<file path="config.mk">
export PLATFORM = sky130hd
export DESIGN_NAME = tws_top
export DESIGN_NICKNAME = d
export VERILOG_FILES = /design/src/tws_pkg.sv /design/src/tws_buf_if.sv /design/src/tws_top.sv /design/src/tws_buf.sv
export SDC_FILE = /design/constraint.sdc
export NUM_CORES = 1
export LEC_CHECK = 0
export ABC_AREA = 0
export BUFFER_PORTS_ARGS = -buffer_cell sky130_fd_sc_hd__buf_2
export CAP_MARGIN = 30
export CORE_UTILIZATION = 50
export CTS_BUF_LIST = sky130_fd_sc_hd__clkbuf_8
export CTS_CLUSTER_DIAMETER = 150
export CTS_CLUSTER_SIZE = 8
export DETAILED_ROUTE_END_ITERATION = 8
export PLACE_DENSITY = 0.76
export SYNTH_ARGS = -nofsm -noshare
export SYNTH_HDL_FRONTEND = slang
export SYNTH_SLANG_ARGS = --single-unit
export TNS_END_PERCENT = 50
</file>
<file path="constraint.sdc">
create_clock -name clk_sys_i -period 4.7 [get_ports clk_sys_i]
set_clock_uncertainty 0.15 [all_clocks]
set_input_delay 0 -clock clk_sys_i [delete_from_list [all_inputs] [get_ports clk_sys_i]]
set_output_delay 0 -clock clk_sys_i [all_outputs]
set_load 0.05 [all_outputs]
</file>
<file path="src/tws_pkg.sv">
// Constants, register map and field layout of the three-wire serial port.
// Assumes a 32-bit AXI4-Lite register bus and an 8-bit serial frame.
//
// What this block does
// - Data moves over three lines only: serial clock, serial out, serial in.
// - Enabled for transmit: a transmit buffer write starts a full-duplex transfer.
// - Enabled for receive only: a shift register read starts reception.
// - Serial out is low unless transmit mode allows data; while off, data phase must be set too.
// - Off, transmit mode, data phase, msb-first: out shows buffer bit 7.
// - Off, transmit mode, data phase, lsb-first: out shows buffer bit 0.
// - After reset the port is disabled, transmit mode clear, output low.
// - After a transmission the output keeps the last bit sent.
// - Writes to enable, mode, phase or direction update the output.
// - Pin level follows port direction bit, port latch and serial output.
// - Clearing enable resets the busy flag and the shift register.
package tws_pkg;
   localparam int unsigned FRAME_BITS = 8;
   // Register byte offsets
   localparam logic [4:0] OFS_MODE = 5'h00;
   localparam logic [4:0] OFS_CLKSEL = 5'h04;
   localparam logic [4:0] OFS_TXBUF = 5'h08;
   localparam logic [4:0] OFS_SHIFT = 5'h0c;
   localparam logic [4:0] OFS_PORT = 5'h10;
   // Mode register fields
   localparam int unsigned MODE_EN_BIT = 7;
   localparam int unsigned MODE_TRMD_BIT = 6;
   localparam int unsigned MODE_SSE_BIT = 5;
   localparam int unsigned MODE_DIR_BIT = 4;
   localparam int unsigned MODE_BUSY_BIT = 0;
   // Clock select register fields
   localparam int unsigned CLK_DAP_BIT = 4;
   localparam int unsigned CLK_SEL_LSB = 0;
   localparam int unsigned CLK_SEL_W = 3;
   // Port register fields
   localparam int unsigned PORT_DIR_BIT = 0;
   localparam int unsigned PORT_LATCH_BIT = 1;
   // Reset values
   localparam logic [7:0] MODE_RST = 8'h00;
   localparam logic [7:0] CLKSEL_RST = 8'h00;
   localparam logic [7:0] TXBUF_RST = 8'h00;
   localparam logic PORT_DIR_RST = 1'b1;
   localparam logic PORT_LATCH_RST = 1'b0;
   // AXI responses
   localparam logic [1:0] RESP_OKAY = 2'h0;
   localparam logic [1:0] RESP_SLVERR = 2'h2;
endpackage : tws_pkg

</file>
<file path="src/tws_buf_if.sv">
// Carrier between the serial engine and its receive buffer.
// Assumes both ends run on the same clock.
`timescale 1ns/10ps
interface tws_buf_if #(parameter int unsigned W = 8);
   logic wr_valid;
   logic wr_ready;
   logic [W-1:0] wr_data;
   logic rd_valid;
   logic rd_ready;
   logic [W-1:0] rd_data;
   logic flush;
   modport src (output wr_valid, output wr_data, input wr_ready,
                input rd_valid, input rd_data, output rd_ready,
                output flush);
   modport fifo (input wr_valid, input wr_data, output wr_ready,
                 output rd_valid, output rd_data, input rd_ready,
                 input flush);
endinterface : tws_buf_if

</file>
<file path="src/tws_top.sv">
// Three-wire serial port, slave to an external serial clock.
// Assumes an AXI4-Lite master on the system clock; the serial clock,
// serial input and slave select come from outside and are synchronised.
`timescale 1ns/10ps
module tws_top
   import tws_pkg::*;
#(
   parameter int unsigned ADDR_W = 5
) (
   input wire logic clk_sys_i,              // System clock, 100 MHz
   input wire logic rst_b_i,                // Async reset, active low
   input wire logic ce_i,                   // Clock enable, freezes state
   // AXI4-Lite slave
   input wire logic [ADDR_W-1:0] awaddr,    // Write address
   input wire logic awvalid,                // Write address valid
   output logic awready,                    // Write address ready
   input wire logic [31:0] wdata,           // Write data
   input wire logic [3:0] wstrb,            // Write strobes
   input wire logic wvalid,                 // Write data valid
   output logic wready,                     // Write data ready
   output logic [1:0] bresp,                // Write response
   output logic bvalid,                     // Write response valid
   input wire logic bready,                 // Write response ready
   input wire logic [ADDR_W-1:0] araddr,    // Read address
   input wire logic arvalid,                // Read address valid
   output logic arready,                    // Read address ready
   output logic [31:0] rdata,               // Read data
   output logic [1:0] rresp,                // Read response
   output logic rvalid,                     // Read data valid
   input wire logic rready,                 // Read data ready
   // Serial link
   input wire logic serial_clock_line_i,    // Serial clock from far end
   input wire logic serial_in_line_i,       // Serial data in
   input wire logic slave_select_b_i,       // Slave select, active low
   output logic serial_out_line_o,          // Serial out pin level
   output logic serial_out_line_oe_b_o      // Pin output enable, low drives
);
   typedef struct packed {
      logic aw_got;
      logic [ADDR_W-1:0] aw_addr;
      logic w_got;
      logic [31:0] w_data;
      logic w_lane0;
      logic awready;
      logic wready;
      logic bvalid;
      logic [1:0] bresp;
      logic arready;
      logic rvalid;
      logic [31:0] rdata;
      logic [1:0] rresp;
      logic en;
      logic trmd;
      logic sse;
      logic dir;
      logic dap;
      logic [CLK_SEL_W-1:0] clksel;
      logic [7:0] txbuf;
      logic pdir;
      logic platch;
      logic start_pend;
      logic busy;
      logic [2:0] cnt;
      logic can_shift;
      logic [7:0] tx_sh;
      logic [7:0] rx_sh;
      logic so;
      logic pin;
      logic pin_oe_b;
      logic [1:0] sck_sy;
      logic sck_prev;
      logic [1:0] si_sy;
      logic [1:0] ss_sy;
   } tws_st_t;

   tws_st_t s_q, s_d;
   tws_buf_if #(.W(8)) bif ();
   logic do_wr, do_rd, sck_rise, sck_fall, sel_ok;
   logic smp_edge, sft_edge, last_bit, start_now;
   logic [7:0] rx_next;

   ////////////////////////////////////////////////////////////////////////
   // Receive buffer; a full buffer holds off new transfers
   tws_buf #(.W(8), .DEPTH(2)) u_buf (
      .clk_sys_i(clk_sys_i),
      .rst_b_i(rst_b_i),
      .ce_i(ce_i),
      .bus(bif)
   );

   ////////////////////////////////////////////////////////////////////////
   // Edge detection on the synchronised serial clock
   assign sck_rise = s_q.sck_sy[1] && !s_q.sck_prev;
   assign sck_fall = !s_q.sck_sy[1] && s_q.sck_prev;
   // Slave select only gates the clock when its use is enabled
   assign sel_ok = !s_q.sse || !s_q.ss_sy[1];
   // Phase clear samples on rising, phase set samples on falling
   assign smp_edge = s_q.busy && sel_ok && (s_q.dap ? sck_fall : sck_rise);
   assign sft_edge = s_q.busy && sel_ok && s_q.can_shift &&
                     (s_q.dap ? sck_rise : sck_fall);
   assign last_bit = (s_q.cnt == 3'(FRAME_BITS - 1));
   assign rx_next = s_q.dir ? {s_q.si_sy[1], s_q.rx_sh[7:1]}
                            : {s_q.rx_sh[6:0], s_q.si_sy[1]};
   assign do_wr = s_q.aw_got && s_q.w_got && !s_q.bvalid;
   assign do_rd = arvalid && s_q.arready;
   // A pending start waits for an idle engine and buffer room
   assign start_now = s_q.start_pend && s_q.en && !s_q.busy &&
                      bif.wr_ready;

   // Buffer hookups: push the finished byte, pop on shift-register read
   assign bif.wr_valid = smp_edge && last_bit;
   assign bif.wr_data = rx_next;
   assign bif.rd_ready = do_rd && (araddr == OFS_SHIFT);
   assign bif.flush = do_wr && (s_q.aw_addr == OFS_MODE) && s_q.w_lane0 &&
                      !s_q.w_data[MODE_EN_BIT];

   ////////////////////////////////////////////////////////////////////////
   // Next-state logic: bus slave, register file, serial engine, pin
   always_comb begin
      s_d = s_q;
      // Input synchronisers; first stage feeds only the second
      s_d.sck_sy = {s_q.sck_sy[0], serial_clock_line_i};
      s_d.si_sy = {s_q.si_sy[0], serial_in_line_i};
      s_d.ss_sy = {s_q.ss_sy[0], slave_select_b_i};
      s_d.sck_prev = s_q.sck_sy[1];

      // Address and data are taken in either order
      if (awvalid && s_q.awready) begin
         s_d.aw_got = 1'b1;
         s_d.aw_addr = awaddr;
      end
      if (wvalid && s_q.wready) begin
         s_d.w_got = 1'b1;
         s_d.w_data = wdata;
         s_d.w_lane0 = wstrb[0];
      end
      if (s_q.bvalid && bready) begin
         s_d.bvalid = 1'b0;
      end

      // Serial engine
      if (smp_edge) begin
         s_d.rx_sh = rx_next;
         s_d.cnt = s_q.cnt + 3'h1;
         s_d.can_shift = 1'b1;
         if (last_bit) begin
            s_d.busy = 1'b0;
            s_d.can_shift = 1'b0;
         end
      end
      if (sft_edge) begin
         s_d.tx_sh = s_q.dir ? {1'b0, s_q.tx_sh[7:1]}
                             : {s_q.tx_sh[6:0], 1'b0};
         s_d.can_shift = 1'b0;
      end
      if (start_now) begin
         s_d.start_pend = 1'b0;
         s_d.busy = 1'b1;
         s_d.cnt = 3'h0;
         s_d.can_shift = 1'b0;
         s_d.rx_sh = 8'h00;
         s_d.tx_sh = s_q.trmd ? s_q.txbuf : 8'h00;
      end

      // Register writes, low byte lane only
      if (do_wr) begin
         s_d.aw_got = 1'b0;
         s_d.w_got = 1'b0;
         s_d.bvalid = 1'b1;
         s_d.bresp = RESP_OKAY;
         unique case (s_q.aw_addr)
            OFS_MODE: begin
               if (s_q.w_lane0) begin
                  s_d.en = s_q.w_data[MODE_EN_BIT];
                  s_d.trmd = s_q.w_data[MODE_TRMD_BIT];
                  s_d.sse = s_q.w_data[MODE_SSE_BIT];
                  s_d.dir = s_q.w_data[MODE_DIR_BIT];
                  if (!s_q.w_data[MODE_EN_BIT]) begin
                     s_d.busy = 1'b0;
                     s_d.start_pend = 1'b0;
                     s_d.rx_sh = 8'h00;
                     s_d.tx_sh = 8'h00;
                     s_d.cnt = 3'h0;
                     s_d.can_shift = 1'b0;
                  end
               end
            end
            OFS_CLKSEL: begin
               if (s_q.w_lane0) begin
                  s_d.dap = s_q.w_data[CLK_DAP_BIT];
                  s_d.clksel = s_q.w_data[CLK_SEL_LSB +: CLK_SEL_W];
               end
            end
            OFS_TXBUF: begin
               if (s_q.w_lane0) begin
                  s_d.txbuf = s_q.w_data[7:0];
                  // Transmit start only in transmit mode while enabled
                  if (s_q.en && s_q.trmd) begin
                     s_d.start_pend = 1'b1;
                  end
               end
            end
            OFS_PORT: begin
               if (s_q.w_lane0) begin
                  s_d.pdir = s_q.w_data[PORT_DIR_BIT];
                  s_d.platch = s_q.w_data[PORT_LATCH_BIT];
               end
            end
            OFS_SHIFT: begin
               s_d.bresp = RESP_SLVERR;   // Read-only location
            end
            default: begin
               s_d.bresp = RESP_SLVERR;
            end
         endcase
      end

      // Register reads; one read in flight, answered a cycle later
      if (s_q.rvalid && rready) begin
         s_d.rvalid = 1'b0;
      end
      if (do_rd) begin
         s_d.rvalid = 1'b1;
         s_d.rresp = RESP_OKAY;
         s_d.rdata = 32'h0000_0000;
         unique case (araddr)
            OFS_MODE: begin
               s_d.rdata[MODE_EN_BIT] = s_q.en;
               s_d.rdata[MODE_TRMD_BIT] = s_q.trmd;
               s_d.rdata[MODE_SSE_BIT] = s_q.sse;
               s_d.rdata[MODE_DIR_BIT] = s_q.dir;
               s_d.rdata[MODE_BUSY_BIT] = s_q.busy;
            end
            OFS_CLKSEL: begin
               s_d.rdata[CLK_DAP_BIT] = s_q.dap;
               s_d.rdata[CLK_SEL_LSB +: CLK_SEL_W] = s_q.clksel;
            end
            OFS_TXBUF: begin
               s_d.rdata[7:0] = s_q.txbuf;
            end
            OFS_SHIFT: begin
               s_d.rdata[7:0] = bif.rd_valid ? bif.rd_data : 8'h00;
               // Receive-only mode restarts on every read
               if (s_q.en && !s_q.trmd) begin
                  s_d.start_pend = 1'b1;
               end
            end
            OFS_PORT: begin
               s_d.rdata[PORT_DIR_BIT] = s_q.pdir;
               s_d.rdata[PORT_LATCH_BIT] = s_q.platch;
            end
            default: begin
               s_d.rresp = RESP_SLVERR;
            end
         endcase
      end

      // Handshake readies as registers so the outputs come from flops
      s_d.awready = !s_d.aw_got && !s_d.bvalid;
      s_d.wready = !s_d.w_got && !s_d.bvalid;
      s_d.arready = !s_d.rvalid;

      // Serial output from the new settings, so any write shows at once
      if (!s_d.en) begin
         if (s_d.trmd && s_d.dap) begin
            s_d.so = s_d.dir ? s_d.txbuf[0]
                             : s_d.txbuf[7];
         end else begin
            s_d.so = 1'b0;
         end
      end else if (s_d.trmd) begin
         // Holds the last bit sent once the frame is over
         s_d.so = s_d.dir ? s_d.tx_sh[0] : s_d.tx_sh[7];
      end else begin
         s_d.so = 1'b0;
      end
      // Pin: direction bit clear drives, latch ORs onto the line
      s_d.pin = s_d.so | s_d.platch;
      s_d.pin_oe_b = s_d.pdir;
   end

   ////////////////////////////////////////////////////////////////////////
   // State register; reset leaves the port off and the line low
   always_ff @(posedge clk_sys_i or negedge rst_b_i) begin
      if (!rst_b_i) begin
         s_q <= '0;
         s_q.en <= MODE_RST[MODE_EN_BIT];
         s_q.trmd <= MODE_RST[MODE_TRMD_BIT];
         s_q.sse <= MODE_RST[MODE_SSE_BIT];
         s_q.dir <= MODE_RST[MODE_DIR_BIT];
         s_q.dap <= CLKSEL_RST[CLK_DAP_BIT];
         s_q.clksel <= CLKSEL_RST[CLK_SEL_LSB +: CLK_SEL_W];
         s_q.txbuf <= TXBUF_RST;
         s_q.pdir <= PORT_DIR_RST;
         s_q.platch <= PORT_LATCH_RST;
         s_q.pin_oe_b <= PORT_DIR_RST;
         s_q.sck_sy <= 2'h3;
         s_q.sck_prev <= 1'b1;
         s_q.ss_sy <= 2'h3;
      end else if (ce_i) begin
         s_q <= s_d;
      end
   end

   ////////////////////////////////////////////////////////////////////////
   // Outputs straight from flops
   assign awready = s_q.awready;
   assign wready = s_q.wready;
   assign bvalid = s_q.bvalid;
   assign bresp = s_q.bresp;
   assign arready = s_q.arready;
   assign rvalid = s_q.rvalid;
   assign rdata = s_q.rdata;
   assign rresp = s_q.rresp;
   assign serial_out_line_o = s_q.pin;
   assign serial_out_line_oe_b_o = s_q.pin_oe_b;
endmodule : tws_top

</file>
<file path="src/tws_buf.sv">
// Small receive buffer, valid/ready on both sides.
// Assumes one clock and a clock enable shared with the serial engine.
`timescale 1ns/10ps
module tws_buf #(
   parameter int unsigned W = 8,
   parameter int unsigned DEPTH = 2
) (
   input wire logic clk_sys_i,   // System clock
   input wire logic rst_b_i,     // Async reset, active low
   input wire logic ce_i,        // Clock enable
   tws_buf_if.fifo bus           // Fill and drain ports
);
   localparam int unsigned PW = (DEPTH > 1) ? $clog2(DEPTH) : 1;
   typedef struct packed {
      logic [DEPTH-1:0][W-1:0] mem;
      logic [PW-1:0] wp;
      logic [PW-1:0] rp;
      logic [PW:0] cnt;
   } tws_buf_st_t;
   tws_buf_st_t s_q, s_d;
   logic push, pop;

   ////////////////////////////////////////////////////////////////////////
   // Honest full and empty straight from the count
   assign bus.wr_ready = (s_q.cnt != (PW+1)'(DEPTH));
   assign bus.rd_valid = (s_q.cnt != '0);
   assign bus.rd_data = s_q.mem[s_q.rp];
   assign push = bus.wr_valid && bus.wr_ready;
   assign pop = bus.rd_valid && bus.rd_ready;

   // Next state; flush wins over a push in the same cycle
   always_comb begin
      s_d = s_q;
      if (push) begin
         s_d.mem[s_q.wp] = bus.wr_data;
         s_d.wp = (s_q.wp == PW'(DEPTH-1)) ? '0 : s_q.wp + 1'b1;
      end
      if (pop) begin
         s_d.rp = (s_q.rp == PW'(DEPTH-1)) ? '0 : s_q.rp + 1'b1;
      end
      s_d.cnt = s_q.cnt + (PW+1)'(push) - (PW+1)'(pop);
      if (bus.flush) begin
         s_d.wp = '0;
         s_d.rp = '0;
         s_d.cnt = '0;
      end
   end

   // State register
   always_ff @(posedge clk_sys_i or negedge rst_b_i) begin
      if (!rst_b_i) begin
         s_q <= '0;
      end else if (ce_i) begin
         s_q <= s_d;
      end
   end
endmodule : tws_buf

</file>
==> flow_summary.yaml <==
timing:
  min_period_ns: 2.87
  timing_hold_violations_final: 0
  timing.final.crit_share_pct: 61.0
  holdWs_ns: 0.0319
  timing.final.setup_violations: 0
  timing_max_transition_violations_final: 0
  slew-limit-headroom_pct: 33.6
  worstMarginPinSlew_ns: 0.996
  fin_tns_setup_ns: 0
  timing.fmax_ghz: 0.349
  setup_repair_after_global_routing_missed_its_margin: "no"
global_routing:
  grt_max_degree: 61
  antenna_found_initial: 0
  global_route.usage.total_pct: 22.5
  grt_first_pass_wirelength_microns: 18100
  grt_pass1_vias: 3678
  grt_overflow: 0
worst_setup_path:
  cp-start-kind: "flop"
  cp_max_stage_delay_ns: 0.64
  regToRegSetupSlack_ns: 1.83
  critical_path.reg2reg.startpoint: "s_d[4]$_DFFE_PN1P_"
  cp_cell_sequence: "nor3b_1, o211a_1, and2_1, nand4b_1, nand2_1, o21ai_0"
  crit_start: "s_d[4]$_DFFE_PN1P_"
  worstPathArrival_ns: 2.94
  worst-endpoint-required_ns: 4.77
  critical_path.slowest_cell: "sky130_fd_sc_hd__and2_1"
  endpoint_kind_of_the_worst_setup_timing_path: "flop"
  timing.setup.critical_path_class: "reg2reg"
  critical_path_peak_fanout: 23
detailed_routing:
  route.vias.total: 3809
  drt_wl_total_microns: 10900
  post_drt_wl_per_cell_microns: 16.1
  first_iter_violations: 218
  number_of_detailed_routing_iterations_run_before_antenna_repair: 5
  vias_per_cell: 5.62
  post-route-drc-count: 0
  antenna_violating_nets_post_route: 0
hold_path:
  kind_of_path_behind_the_tightest_hold_check: "in2reg"
  worstHoldStart: "ce_i"
cells_and_area:
  antenna-diode-count: 0
  nFillCells: 830
  final_core_utilization_pct: 58.3
  nNetsFinal: 601
  fin_cells: 678
  area_growth_pct: 12.3
  layout_cells_sized_above_1_pct: 21.7
logic_synthesis:
  synth-edff-count: 0
  mapped_cells: 485
  number_of_synthesized_register_bits: 99
  synth.lib_cells_used.distinct: 64
  yosys_warnings: 0
  synth_seq_area_share_pct: 48.5
  synthArstFlopShare_pct: 100
  syn-cell-area_sq_um: 5130
  syn_area_per_cell_sq_um: 10.6
  ys.flop_type: "sky130_fd_sc_hd__dfrtp_1"
cts:
  cts_buffers: 9
  ctsHoldBuffers: 31
  worst_skew_pair.late_latency_ns: 0.37
  clock_sink_count: 99
  max-clock-path-buffers: 2
  root_buffer: "sky130_fd_sc_hd__clkbuf_8"
  post-cts-setup-buffer-count: 0
  cts_resized: 0
  tritoncts: "built"
  clk_pin_slew_worst_paths_ns: 0.10
  clock_tree.htree_level_count: 3
placement:
  place.detailed.hpwl_microns: 7540
  numPlacedInstances: 631
  final_estimated_routing_congestion_in_global_placement: 0.831
  port_buffers: 46
power_and_ir_drop:
  p_sw_w: 0.00105
  power.switching_fraction_pct: 39.0
  share_comb_of_total_power_pct: 30.7
  internal_power_w: 0.00164
  totalPowerFinal_w: 0.00269
  clock_power_share_pct: 18.7
  power.share.sequential_pct: 50.6
  vdd_drop_max_mv: 0.340
  pwr_density_cell_nw_per_um2: 467
  power.leakage_nw: 2.54
die:
  core_area_sq_um: 9860
  placementRows: 36
  die-area_sq_um: 10700
  initial_utilization_pct: 52.0
  ios: 100
  die_h_microns: 103
  die-width_microns: 103
status:
  run_status: "finished, final reports clean"
run:
  cap_viol_max_count: 0
[flip-flops by register name, summed over array words and instances (netlist names)]
signal                  flops
s_q                        58
u_buf.s_q                  20
rdata                       8
s_d                         4
arready                     1
awready                     1
bresp                       1
bvalid                      1
rresp                       1
rvalid                      1
serial_out_line_o           1
serial_out_line_oe_b_o      1
wready                      1
[worst max-delay path, delay by kind of cell, from the launching register on]
kind            cells  cell delay [ns]
compound gates      2             0.28
flops               1             0.58
simple gates        4             1.71
[synthesized netlist by cell type, types with 3 or more instances]
library cell	count	share of area, %
sky130_fd_sc_hd__o21ai_0	31	3.0
sky130_fd_sc_hd__and3b_1	3	0.51
sky130_fd_sc_hd__a22oi_1	8	1.2
sky130_fd_sc_hd__nor3b_1	3	0.44
sky130_fd_sc_hd__clkbuf_1	14	1.0
sky130_fd_sc_hd__inv_1	13	0.95
sky130_fd_sc_hd__mux2_2	39	8.6
sky130_fd_sc_hd__nor3_1	3	0.29
sky130_fd_sc_hd__dfstp_2	6	3.1
sky130_fd_sc_hd__a21o_1	3	0.44
sky130_fd_sc_hd__dfrtp_1	93	45
sky130_fd_sc_hd__nand4_1	5	0.61
sky130_fd_sc_hd__mux2i_1	31	6.1
sky130_fd_sc_hd__nor2_1	35	2.6
sky130_fd_sc_hd__a21oi_1	19	1.9
sky130_fd_sc_hd__nand4b_1	4	0.68
sky130_fd_sc_hd__buf_4	38	5.6
sky130_fd_sc_hd__nor4_1	3	0.37
sky130_fd_sc_hd__buf_2	7	0.68
sky130_fd_sc_hd__nand3_1	8	0.78
sky130_fd_sc_hd__o22a_1	4	0.68
sky130_fd_sc_hd__o2bb2ai_1	7	1.2
sky130_fd_sc_hd__a211oi_1	10	1.5
sky130_fd_sc_hd__nand2b_1	5	0.61
sky130_fd_sc_hd__ha_1	4	0.98
sky130_fd_sc_hd__a31oi_1	4	0.49
sky130_fd_sc_hd__nand2_1	42	3.1
[cell families (layout without fill, tap and decap cells)]
logic type / after synthesis / count (layout) / share of synthesized area [%]
mux: 71 / 71 / 14.8
other cells: 1 / 26 / 0.0732
flops: 99 / 99 / 48.5
compound gates: 109 / 109 / 14.4
simple gates: 124 / 124 / 12.3
fa+ha+maj: 5 / 5 / 1.17
xor+xnor: 3 / 3 / 0.513
buf+inv: 73 / 108 / 8.30
[stage by stage]
stage	cell area, sq um	setup slack [ns]
after global placement	5260	1.96
final	5760	1.83
after global routing	5760	1.59
after CTS	5760	1.82
after detailed placement	5260	1.85
after floorplan	5220	2.50
[cell type report]
class	count	area (sq um)	share of cell area (%)
timing repair buffer	79	568	9.87
tap	133	166	2.89
multi-input combinational	338	2310	40.1
sequential	99	2480	43.2
clock inverter	7	53.8	0.935
inverter	13	48.8	0.848
clock buffer	9	124	2.15
[cells in the final DEF, fill, tap and decap left out, types with 2 or more instances in the layout]
| cell type | synthesis | layout |
|---|---|---|
| sky130_fd_sc_hd__dfrtp_1 | 93 | 93 |
| sky130_fd_sc_hd__buf_2 | 7 | 45 |
| sky130_fd_sc_hd__nand2_1 | 42 | 42 |
| sky130_fd_sc_hd__mux2_2 | 39 | 39 |
| sky130_fd_sc_hd__nor2_1 | 35 | 35 |
| sky130_fd_sc_hd__o21ai_0 | 31 | 31 |
| sky130_fd_sc_hd__mux2i_1 | 31 | 31 |
| sky130_fd_sc_hd__dlygate4sd3_1 | 0 | 30 |
| sky130_fd_sc_hd__conb_1 | 1 | 26 |
| sky130_fd_sc_hd__a21oi_1 | 19 | 19 |
| sky130_fd_sc_hd__inv_1 | 13 | 14 |
| sky130_fd_sc_hd__a211oi_1 | 10 | 10 |
| sky130_fd_sc_hd__clkbuf_8 | 0 | 9 |
| sky130_fd_sc_hd__nand3_1 | 8 | 8 |
| sky130_fd_sc_hd__a22oi_1 | 8 | 8 |
| sky130_fd_sc_hd__o2bb2ai_1 | 7 | 7 |
| sky130_fd_sc_hd__dfstp_2 | 6 | 6 |
| sky130_fd_sc_hd__nand2b_1 | 5 | 5 |
| sky130_fd_sc_hd__nand4_1 | 5 | 5 |
| sky130_fd_sc_hd__nand4b_1 | 4 | 4 |
| sky130_fd_sc_hd__a31oi_1 | 4 | 4 |
| sky130_fd_sc_hd__o22a_1 | 4 | 4 |
| sky130_fd_sc_hd__ha_1 | 4 | 4 |
| sky130_fd_sc_hd__and3b_1 | 3 | 3 |
| sky130_fd_sc_hd__nor3b_1 | 3 | 3 |
| sky130_fd_sc_hd__nor3_1 | 3 | 3 |
| sky130_fd_sc_hd__a21o_1 | 3 | 3 |
| sky130_fd_sc_hd__nor4_1 | 3 | 3 |
| sky130_fd_sc_hd__buf_4 | 38 | 3 |
| sky130_fd_sc_hd__o21ai_1 | 2 | 2 |
| sky130_fd_sc_hd__and2_1 | 2 | 2 |
| sky130_fd_sc_hd__a211o_1 | 2 | 2 |
| sky130_fd_sc_hd__xnor2_1 | 2 | 2 |
| sky130_fd_sc_hd__o22ai_1 | 2 | 2 |
| sky130_fd_sc_hd__a22o_1 | 2 | 2 |
| sky130_fd_sc_hd__clkinv_4 | 0 | 2 |
[per-layer routing]
metal	vias to the layer above	part of all wire (%)	GRT usage [%]
met5	-	0	0
met4	0	1.0	8.67
met3	11	5.0	3.23
met2	154	48	36.4
met1	1847	46	30.9
li1	1797	-	-
[final timing paths]
check	to	cells past startpoint
worst max-delay path	u_buf.s_q[4]$_DFFE_PN0P_	6
worst min-delay path	s_q[25]$_DFFE_PN0P_	3
worst max register to register	u_buf.s_q[4]$_DFFE_PN0P_	6
worst min register to register	u_buf.s_q[5]$_DFFE_PN0P_	2
max in group asynchronous	u_buf.s_q[2]$_DFFE_PN0P_	4
min in group asynchronous	s_q[92]$_DFFE_PN0P_	3
[power groups by stage]
| stage | combinational [W] | clock [W] | sequential (W) |
|---|---|---|---|
| 2_1_floorplan | 0.000644 | 0 | 0.00132 |
| 3_3_place_gp | 0.000773 | 0 | 0.00136 |
| 3_5_place_dp | 0.000801 | 0 | 0.00138 |
| 4_1_cts | 0.000827 | 0.000517 | 0.00136 |
| 5_1_grt | 0.000910 | 0.000544 | 0.00139 |
| 6_report | 0.000826 | 0.000502 | 0.00136 |
Power figures use the tool's default switching activity.
